### src/clif_defs.vh
// Constants for the character display instruction front end
`ifndef CLIF_DEFS_VH
`define CLIF_DEFS_VH
`define CLIF_CLK_KHZ 10000
`define CLIF_CLK_NS 100
`define CLIF_T_SHORT_NS 40000
`define CLIF_T_HOME_NS 1600000
`define CLIF_T_CLEAR_NS 1640000
`define CLIF_T_ADD_NS 1000
`define CLIF_CYC_SHORT ((`CLIF_T_SHORT_NS + `CLIF_CLK_NS - 1) / `CLIF_CLK_NS)
`define CLIF_CYC_HOME ((`CLIF_T_HOME_NS + `CLIF_CLK_NS - 1) / `CLIF_CLK_NS)
`define CLIF_CYC_CLEAR ((`CLIF_T_CLEAR_NS + `CLIF_CLK_NS - 1) / `CLIF_CLK_NS)
`define CLIF_CYC_ADD ((`CLIF_T_ADD_NS + `CLIF_CLK_NS - 1) / `CLIF_CLK_NS)
`define CLIF_BIT_CLEAR 0
`define CLIF_BIT_HOME 1
`define CLIF_BIT_ENTRY 2
`define CLIF_BIT_DISP 3
`define CLIF_BIT_SHIFT 4
`define CLIF_BIT_FUNC 5
`define CLIF_BIT_CGADR 6
`define CLIF_BIT_DDADR 7
`define CLIF_SPACE_CODE 8'h20
`define CLIF_DD_SIZE 128
`define CLIF_CG_SIZE 64
`define CLIF_RST_ENTRY_INC 1'b1
`define CLIF_RST_ENTRY_SHIFT 1'b0
`define CLIF_DIV_1US ((1000 + `CLIF_CLK_NS - 1) / `CLIF_CLK_NS)
`endif

### src/clif_frontend.v
// Instruction front end with APB register access
//
// Register access over APB and the register offsets were decided locally.
`timescale 1ns/1ps
`include "clif_defs.vh"
module clif_frontend
#(
  parameter CYC_CLEAR = `CLIF_CYC_CLEAR,
  parameter CYC_HOME = `CLIF_CYC_HOME,
  parameter CYC_SHORT = `CLIF_CYC_SHORT
)
(
  input wire pclk,
  input wire presetn,
  input wire psel,
  input wire penable,
  input wire pwrite,
  input wire [11:0] paddr,
  input wire [31:0] pwdata,
  output reg [31:0] prdata,
  output wire pready,
  output wire pslverr,
  output reg [6:0] display_shift_q,
  output reg display_on_q,
  output reg cursor_on_q,
  output reg blink_on_q
);
  // Byte addresses: each register is selected by a compare of the whole 12-bit paddr
  localparam [11:0] ADDR_INSTR = 12'h000;
  localparam [11:0] ADDR_DATA = 12'h004;
  localparam [11:0] ADDR_STAT = 12'h008;
  localparam [20:0] CYC_CLEAR_W = CYC_CLEAR[20:0];
  localparam [20:0] CYC_HOME_W = CYC_HOME[20:0];
  localparam [20:0] CYC_SHORT_W = CYC_SHORT[20:0];
  localparam [1:0] ST_IDLE = 2'b00;
  localparam [1:0] ST_EXEC = 2'b01;
  localparam [1:0] ST_CLEAR = 2'b10;
  localparam [1:0] ST_ADD = 2'b11;

  reg [7:0] dd_mem [0:`CLIF_DD_SIZE-1];
  reg [7:0] cg_mem [0:`CLIF_CG_SIZE-1];
  reg [1:0] state_q;
  reg [6:0] addr_q;
  reg cg_sel_q;
  reg inc_q;
  reg shift_q;
  reg pend_step_q;
  reg pend_shift_q;
  reg refused_q;
  reg [6:0] clr_idx_q;
  reg [20:0] tcyc;
  reg tstart;
  reg [3:0] cmd;
  wire busy_flag;
  wire acc;
  wire wr_acc;
  wire rd_acc;
  wire is_instr;
  wire is_data;
  wire is_stat;
  wire mapped;
  wire launch_ok;
  wire refuse_now;
  wire dd_we;
  wire cg_we;

  // Highest set data bit selects the instruction
  function [3:0] clif_decode;
    input [7:0] b;
    integer i;
    begin
      clif_decode = 4'hF;
      for (i = 0; i < 8; i = i + 1)
        if (b[i])
          clif_decode = i[3:0];
    end
  endfunction

  // Address counter step, wrapped to the active RAM
  function [6:0] clif_step;
    input [6:0] a;
    input up;
    input cg;
    reg [6:0] n;
    begin
      n = up ? a + 7'h01 : a - 7'h01;
      clif_step = cg ? {1'b0, n[5:0]} : n;
    end
  endfunction

  // Execution time per instruction; everything else takes the short time
  function [20:0] clif_exec_cycles;
    input [3:0] c;
    begin
      case (c)
        `CLIF_BIT_CLEAR:
          clif_exec_cycles = CYC_CLEAR_W;
        `CLIF_BIT_HOME:
          clif_exec_cycles = CYC_HOME_W;
        default:
          clif_exec_cycles = CYC_SHORT_W;
      endcase
    end
  endfunction

  clif_timer u_timer
  (
    .pclk(pclk),
    .presetn(presetn),
    .start(tstart),
    .cycles(tcyc),
    .busy(busy_flag),
    .done_q()
  );

  // Zero wait states; every request completes in its first access cycle
  assign pready = 1'b1;
  assign acc = psel && penable;
  assign mapped = is_instr || is_data || is_stat;
  assign pslverr = acc && !mapped;
  assign wr_acc = acc && pwrite && mapped;
  assign rd_acc = acc && !pwrite && mapped;
  // Two host registers; select plus direction plus byte
  assign is_instr = (paddr == ADDR_INSTR);
  assign is_data = (paddr == ADDR_DATA);
  // Status word is an extra read-only view, never refused
  assign is_stat = (paddr == ADDR_STAT);
  // Launch only from an idle front end with the timer stopped
  assign launch_ok = (state_q == ST_IDLE) && !busy_flag && (is_instr || is_data) && acc;
  // Busy, blanking or a pending counter step refuse the request
  assign refuse_now = (busy_flag || state_q != ST_IDLE) && acc && (is_data || (is_instr && pwrite));
  // RAM writes only for accepted data writes
  assign dd_we = tstart && is_data && wr_acc && !cg_sel_q;
  assign cg_we = tstart && is_data && wr_acc && cg_sel_q;

  // Instruction launch and execution time choice
  always @*
  begin
    cmd = clif_decode(pwdata[7:0]);
    tstart = 1'b0;
    tcyc = CYC_SHORT_W;
    // Busy refuses everything but status and instruction register reads
    if (launch_ok)
    begin
      if (is_instr && pwrite)
      begin
        tstart = 1'b1;
        tcyc = clif_exec_cycles(cmd);
      end
      else if (is_data)
        tstart = 1'b1;
    end
  end

  // Read data from flip-flop-free mux; status read is never refused
  always @*
  begin
    prdata = 32'h00000000;
    if (rd_acc)
    begin
      if (is_instr)
        prdata = {24'h000000, busy_flag, addr_q};
      else if (is_data)
        prdata = {24'h000000, cg_sel_q ? cg_mem[addr_q[5:0]] : dd_mem[addr_q]};
      else
        prdata = {30'h00000000, refused_q, busy_flag};
    end
  end

  // No reset on the RAMs; only clear display blanks the display RAM
  always @(posedge pclk)
  begin
    if (state_q == ST_CLEAR)
      dd_mem[clr_idx_q] <= `CLIF_SPACE_CODE;
    else if (dd_we)
      dd_mem[addr_q] <= pwdata[7:0];
  end

  always @(posedge pclk)
  begin
    if (cg_we)
      cg_mem[addr_q[5:0]] <= pwdata[7:0];
  end

  // Sticky refusal record; a status read clears it, a new refusal wins
  always @(posedge pclk or negedge presetn)
  begin
    if (!presetn)
      refused_q <= 1'b0;
    else if (refuse_now)
      refused_q <= 1'b1;
    else if (rd_acc && is_stat)
      refused_q <= 1'b0;
  end

  always @(posedge pclk or negedge presetn)
  begin
    if (!presetn)
    begin
      state_q <= ST_IDLE;
      addr_q <= 7'h00;
      cg_sel_q <= 1'b0;
      inc_q <= `CLIF_RST_ENTRY_INC;
      shift_q <= `CLIF_RST_ENTRY_SHIFT;
      pend_step_q <= 1'b0;
      pend_shift_q <= 1'b0;
      clr_idx_q <= 7'h00;
      display_shift_q <= 7'h00;
      display_on_q <= 1'b0;
      cursor_on_q <= 1'b0;
      blink_on_q <= 1'b0;
    end
    else
    begin
      case (state_q)
        ST_IDLE:
        begin
          if (tstart)
          begin
            state_q <= ST_EXEC;
            if (is_data)
            begin
              pend_step_q <= 1'b1;
              // Shift rides on writes to display RAM only
              pend_shift_q <= pwrite && shift_q && !cg_sel_q;
            end
            else
            begin
              case (cmd)
                `CLIF_BIT_CLEAR:
                begin
                  addr_q <= 7'h00;
                  cg_sel_q <= 1'b0;
                  inc_q <= 1'b1;
                  display_shift_q <= 7'h00;
                  clr_idx_q <= 7'h00;
                  state_q <= ST_CLEAR;
                end
                `CLIF_BIT_HOME:
                begin
                  addr_q <= 7'h00;
                  cg_sel_q <= 1'b0;
                  display_shift_q <= 7'h00;
                end
                `CLIF_BIT_ENTRY:
                begin
                  inc_q <= pwdata[1];
                  shift_q <= pwdata[0];
                end
                `CLIF_BIT_DISP:
                begin
                  display_on_q <= pwdata[2];
                  cursor_on_q <= pwdata[1];
                  blink_on_q <= pwdata[0];
                end
                `CLIF_BIT_SHIFT:
                begin
                  if (pwdata[3])
                    display_shift_q <= pwdata[2] ? display_shift_q + 7'h01 : display_shift_q - 7'h01;
                  else
                    addr_q <= clif_step(addr_q, pwdata[2], cg_sel_q);
                end
                `CLIF_BIT_CGADR:
                begin
                  addr_q <= {1'b0, pwdata[5:0]};
                  cg_sel_q <= 1'b1;
                end
                `CLIF_BIT_DDADR:
                begin
                  addr_q <= pwdata[6:0];
                  cg_sel_q <= 1'b0;
                end
                default:
                  cg_sel_q <= cg_sel_q;
              endcase
            end
          end
        end
        ST_CLEAR:
        begin
          // Blanking runs under busy; it ends well inside the clear time
          clr_idx_q <= clr_idx_q + 7'h01;
          if (clr_idx_q == 7'h7F)
            state_q <= ST_EXEC;
        end
        ST_EXEC:
        begin
          // Counter moves only after busy falls
          if (!busy_flag)
            state_q <= pend_step_q ? ST_ADD : ST_IDLE;
        end
        ST_ADD:
        begin
          addr_q <= clif_step(addr_q, inc_q, cg_sel_q);
          if (pend_shift_q)
            display_shift_q <= inc_q ? display_shift_q - 7'h01 : display_shift_q + 7'h01;
          pend_step_q <= 1'b0;
          pend_shift_q <= 1'b0;
          state_q <= ST_IDLE;
        end
        default:
          state_q <= ST_IDLE;
      endcase
    end
  end
endmodule // clif_frontend

### src/clif_timer.v
// Execution timer holding the busy flag
`timescale 1ns/1ps
module clif_timer
(
  input wire pclk,
  input wire presetn,
  input wire start,
  input wire [20:0] cycles,
  output wire busy,
  output reg done_q
);
  reg [20:0] count_q;
  assign busy = (count_q != 21'h000000);
  always @(posedge pclk or negedge presetn)
  begin
    if (!presetn)
    begin
      count_q <= 21'h000000;
      done_q <= 1'b0;
    end
    else
    begin
      done_q <= (count_q == 21'h000001);
      if (start)
        count_q <= cycles;
      else if (busy)
        count_q <= count_q - 21'h000001;
    end
  end
endmodule // clif_timer

### config.mk
export PLATFORM = sky130hd
export DESIGN_NAME = clif_frontend
export DESIGN_NICKNAME = d
export VERILOG_FILES = /design/src/clif_frontend.v /design/src/clif_timer.v
export VERILOG_INCLUDE_DIRS = /design/src
export SDC_FILE = /design/constraint.sdc
export NUM_CORES = 2
export LEC_CHECK = 0
export BUFFER_PORTS_ARGS = -buffer_cell sky130_fd_sc_hd__buf_4
export CAP_MARGIN = 10
export CORE_UTILIZATION = 60
export CTS_CLUSTER_DIAMETER = 150
export DETAILED_ROUTE_END_ITERATION = 16
export PLACE_DENSITY_LB_ADDON = 0.2
export SYNTH_ARGS = -nofsm -noshare
export SYNTH_HDL_FRONTEND = slang
export SYNTH_SLANG_ARGS = --single-unit
### constraint.sdc
create_clock -name pclk -period 6.2 [get_ports pclk]
set_input_delay 0.31 -clock pclk [delete_from_list [all_inputs] [get_ports pclk]]
set_output_delay 0.31 -clock pclk [all_outputs]
set_load 0.05 [all_outputs]
==> key figures <==
Global routing
  – Vias in the first global route: 36,757
  – Largest net degree at the start of global routing: 111
  – GRT Overall Usage: 0.350
  – Gr ovfl total: 0
  – Initial antenna violation count: 6
  – First-pass GRT wire length: 263,000 um

Place
  – Placed cell count: 5,202
  – IO buf count: 43
  – RePlAce Congestion: 0.896
  – Detail Placement HPWL: ~110,000 um
  – Placed cell areas: between 60,000 and 70,000 um^2

Logic synthesis
  – Post-Synthesis Cells: 3,882
  – Post-synth EDFFs: 1,536
  – Post-Synthesis Cell Area: 62,800 um^2
  – Sequential share of the synthesized area: 0.756
  – #FFs+latches synth: between 1,500 and 2,000
  – Synth unique cells: between 80 and 90
  – Synth warn: 0
  – Top_reg_cell synth: edfxtp_1
  – Share of synthesized registers carrying an async set or reset: 0.0334
  – Post-Syn Area per Cell: 16.2 um^2

Floorplan
  – # IOs: 93
  – Die area: approximately 110,000 um^2
  – Die width: 325 um
  – Die Height: 325 um
  – Num rows: 118
  – Initial Utilization: 0.606
  – CORE AREA: 104,000 um^2

STA
  – Tcrit/Tclk final: 0.924
  – Max-Slew Margin vs Limit: 0.149
  – Hold Violations, Final: 0
  – RSZ-0062 raised after global routing: no
  – Setup TNS: 0 ns
  – Setup Skew: 0.0331 ns
  – Setup violators final: 0
  – Final Max Slew Viols: 0
  – Hold_ws: 0.0889 ns
  – Worst slew pin tran: 1.28 ns
  – Fmax: between 150 and 200 MHz
  – Crit path time final: about 5.7 ns

Power and ir drop
  – PwrDens: 297 nW/um^2
  – LEAKAGE: 0.0253 uW
  – Maximum VDD drop: 257 uV

Clock network
  – CTS clk-pin slew, worst paths: 0.07 ns
  – TritonCTS buffer count: 155
  – CTS tree: yes
  – Sink Count: 1,589
  – CTS max path bufs: 3
  – Clk root buf: clkbuf_16
  – # resized after CTS: 0
  – H-tree depth: 4
  – Clk_lat worst skew: 0.78 ns

Finish
  – Fraction of layout cells with a size suffix above 1: 0.138
  – Synthesis-to-finish area growth: 11.3%
  – Final cell area excluding filler cells: 69,900 um^2
  – Final nets: 4,043
  – Finished Layout Cells: 5,489

Critical path
  – Slowest cell on crit path: nor2b_1
  – Arrival time worst endpoint: 5.42 ns
  – Critical Path Start Type: register
  – CP max stage delay: 1.01 ns
  – Worst EP required: just under 6 ns
  – Kind of critical path: reg -> out
  – CP top delay family: simple AND/OR/NAND/NOR gates
  – Most used cell, CP: buf_4
  – Crit-path cells: buf_4, nor2b_1, nand2_1, buf_4, a31oi_1, nor4_1, o21ai_0, nor4_1, buf_4, o221ai_1, buf_4
  – Crit path buffers/inverters: 4
  – Critical Path End Type: output pin
  – Worst Path Max Fanout: 22

Routing
  – # DRC: 0
  – Vias per std cell: 7.08
  – DR vias: 38,858
  – Initial drt markers: approximately 6,000
  – Antenna-violating nets left: 0
  – Drt pass-1 iters: 6
  – Avg WL per Cell: 33.9 um
  – Routed wire length: 186,000 um

Hold path
  – Min-Delay Path Class: in -> reg

Status
  – Status: complete, no violations

Run
  – Max Cap Viol: 0
## final cells by class
cell class	instances	area [um^2]
diodes	4	10.0
clock inverters	82	688
fillers	6948	33800
flip-flops and latches	1589	47500
clock buffers	193	4060
well taps	1380	1730
repair buffers	190	1660
inverters	16	61.3
multi-input cells	2035	14200
## sequential cells by signal, summed over array words and instances, names as in the netlist, 2 cells and up
name,flops
display_shift_q,7
u_timer.count_q,21
cg_mem,512
clr_idx_q,7
dd_mem,1024
state_q,2
addr_q,7
## routing by layer
metal / wire, um / global-route usage / up-vias
met3: 27900 / 0.108 / 546
met1: 66500 / 0.481 / 19435
met5: 61 / 0 / -
met4: 8880 / 0.155 / 8
li1: - / - / 15781
met2: 82900 / 0.520 / 3088
## cell usage after synthesis, types with 10 or more instances
library cell | instances | area share
clkbuf_1 | 108 | 0.0065
nand2b_1 | 10 | 0.0010
a31oi_1 | 79 | 0.0079
a22o_1 | 70 | 0.0098
nand3_1 | 41 | 0.0033
o21ai_0 | 118 | 0.0094
a21oi_1 | 169 | 0.013
o31ai_1 | 10 | 0.0012
a211oi_1 | 12 | 0.0014
nand4_1 | 14 | 0.0014
mux2i_1 | 188 | 0.030
a221oi_1 | 118 | 0.016
nor3_1 | 29 | 0.0023
nor4_1 | 25 | 0.0025
inv_1 | 15 | 0.00090
edfxtp_1 | 1536 | 0.73
nor2_1 | 323 | 0.019
buf_1 | 18 | 0.0011
and2_1 | 14 | 0.0014
a222oi_1 | 13 | 0.0021
o21ai_1 | 10 | 0.00080
mux2_2 | 71 | 0.013
xor2_1 | 17 | 0.0024
buf_2 | 100 | 0.0080
buf_4 | 37 | 0.0044
mux4_2 | 46 | 0.017
a22oi_1 | 188 | 0.022
nor2b_1 | 15 | 0.0015
o211ai_1 | 27 | 0.0032
a221o_1 | 27 | 0.0043
o22ai_1 | 37 | 0.0037
dfrtp_1 | 52 | 0.021
nand2_1 | 189 | 0.011
## cell usage in the layout (no fill, tap or decap), types with 17 or more instances in the layout
cell       instances
a21oi_1          169
a221o_1           27
a221oi_1         118
a22o_1            70
a22oi_1          188
a31oi_1           79
buf_12            17
buf_4            165
clkbuf_1          36
clkbuf_16        157
clkinv_1          33
clkinv_2          25
conb_1            25
dfrtp_1           48
edfxtp_1        1536
mux2_2            71
mux2i_1          188
mux4_2            46
nand2_1          189
nand3_1           41
nor2_1           318
nor3_1            28
nor4_1            24
o211ai_1          27
o21ai_0          118
o22ai_1           37
xor2_1            17
## report_power, final
part | internal (uW) | switching, uW | leakage [uW]
logic | 22.9 | 125 | 0.00585
registers | 11600 | 0.538 | 0.0171
clock network | 4960 | 3980 | 0.00231
## final timing paths
path | from | end | slack [ns] | cells past startpoint
hold / removal | pwdata[1] | cg_mem[1][1] | 0.09 | 1
hold reg to reg | u_timer.count_q[19] | u_timer.count_q[19] | 0.47 | 1
min in group asynchronous | presetn | u_timer.count_q[19] | 0.15 | 2
setup / recovery | addr_q[4] | prdata[5] | 0.47 | 11
max in group asynchronous | presetn | addr_q[0] | 5.50 | 2
setup reg to reg | u_timer.count_q[13] | dd_mem[32][5] | 1.19 | 8
## cell families (layout without fill, tap and decap cells)
group | after synthesis | in the layout | synth area share
other | 2 | 29 | 0.000120
muxes | 305 | 305 | 0.0592
AOI/OAI and AO/OA | 953 | 953 | 0.107
adders and majority gates | 7 | 7 | 0.00140
DFF | 1589 | 1589 | 0.756
buffers and inverters | 281 | 481 | 0.0212
and+or+nand+nor | 721 | 721 | 0.0516
xor gates and xnor gates | 24 | 24 | 0.00335
## through the flow
stage               setup slack [ns]   util  total power (uW)
floorplan                       1.78      -             11900
global placement                1.49  0.627             12000
detailed placement              1.38  0.627             12000
CTS                            0.736  0.674             20700
global route                   0.545  0.674             21100
finish                         0.468  0.674             20700
## timing repair
action | in CTS | in global routing
buffers inserted | 0 | 0
endpoints found under the hold margin | 83 | 0
hold buffers | 8 | 0
## worst reg2reg max path, stage by stage (launching register included)
cell and delay, ns:
dfrtp_1 0.43, nor4_1 0.36, nand2_1 0.26, nor4_4 0.31, buf_4 0.20, nand4b_1 0.62, o21ai_1 1.13, nand2_1 0.40
nor2_1 0.90
Power figures use the tool's default switching activity.
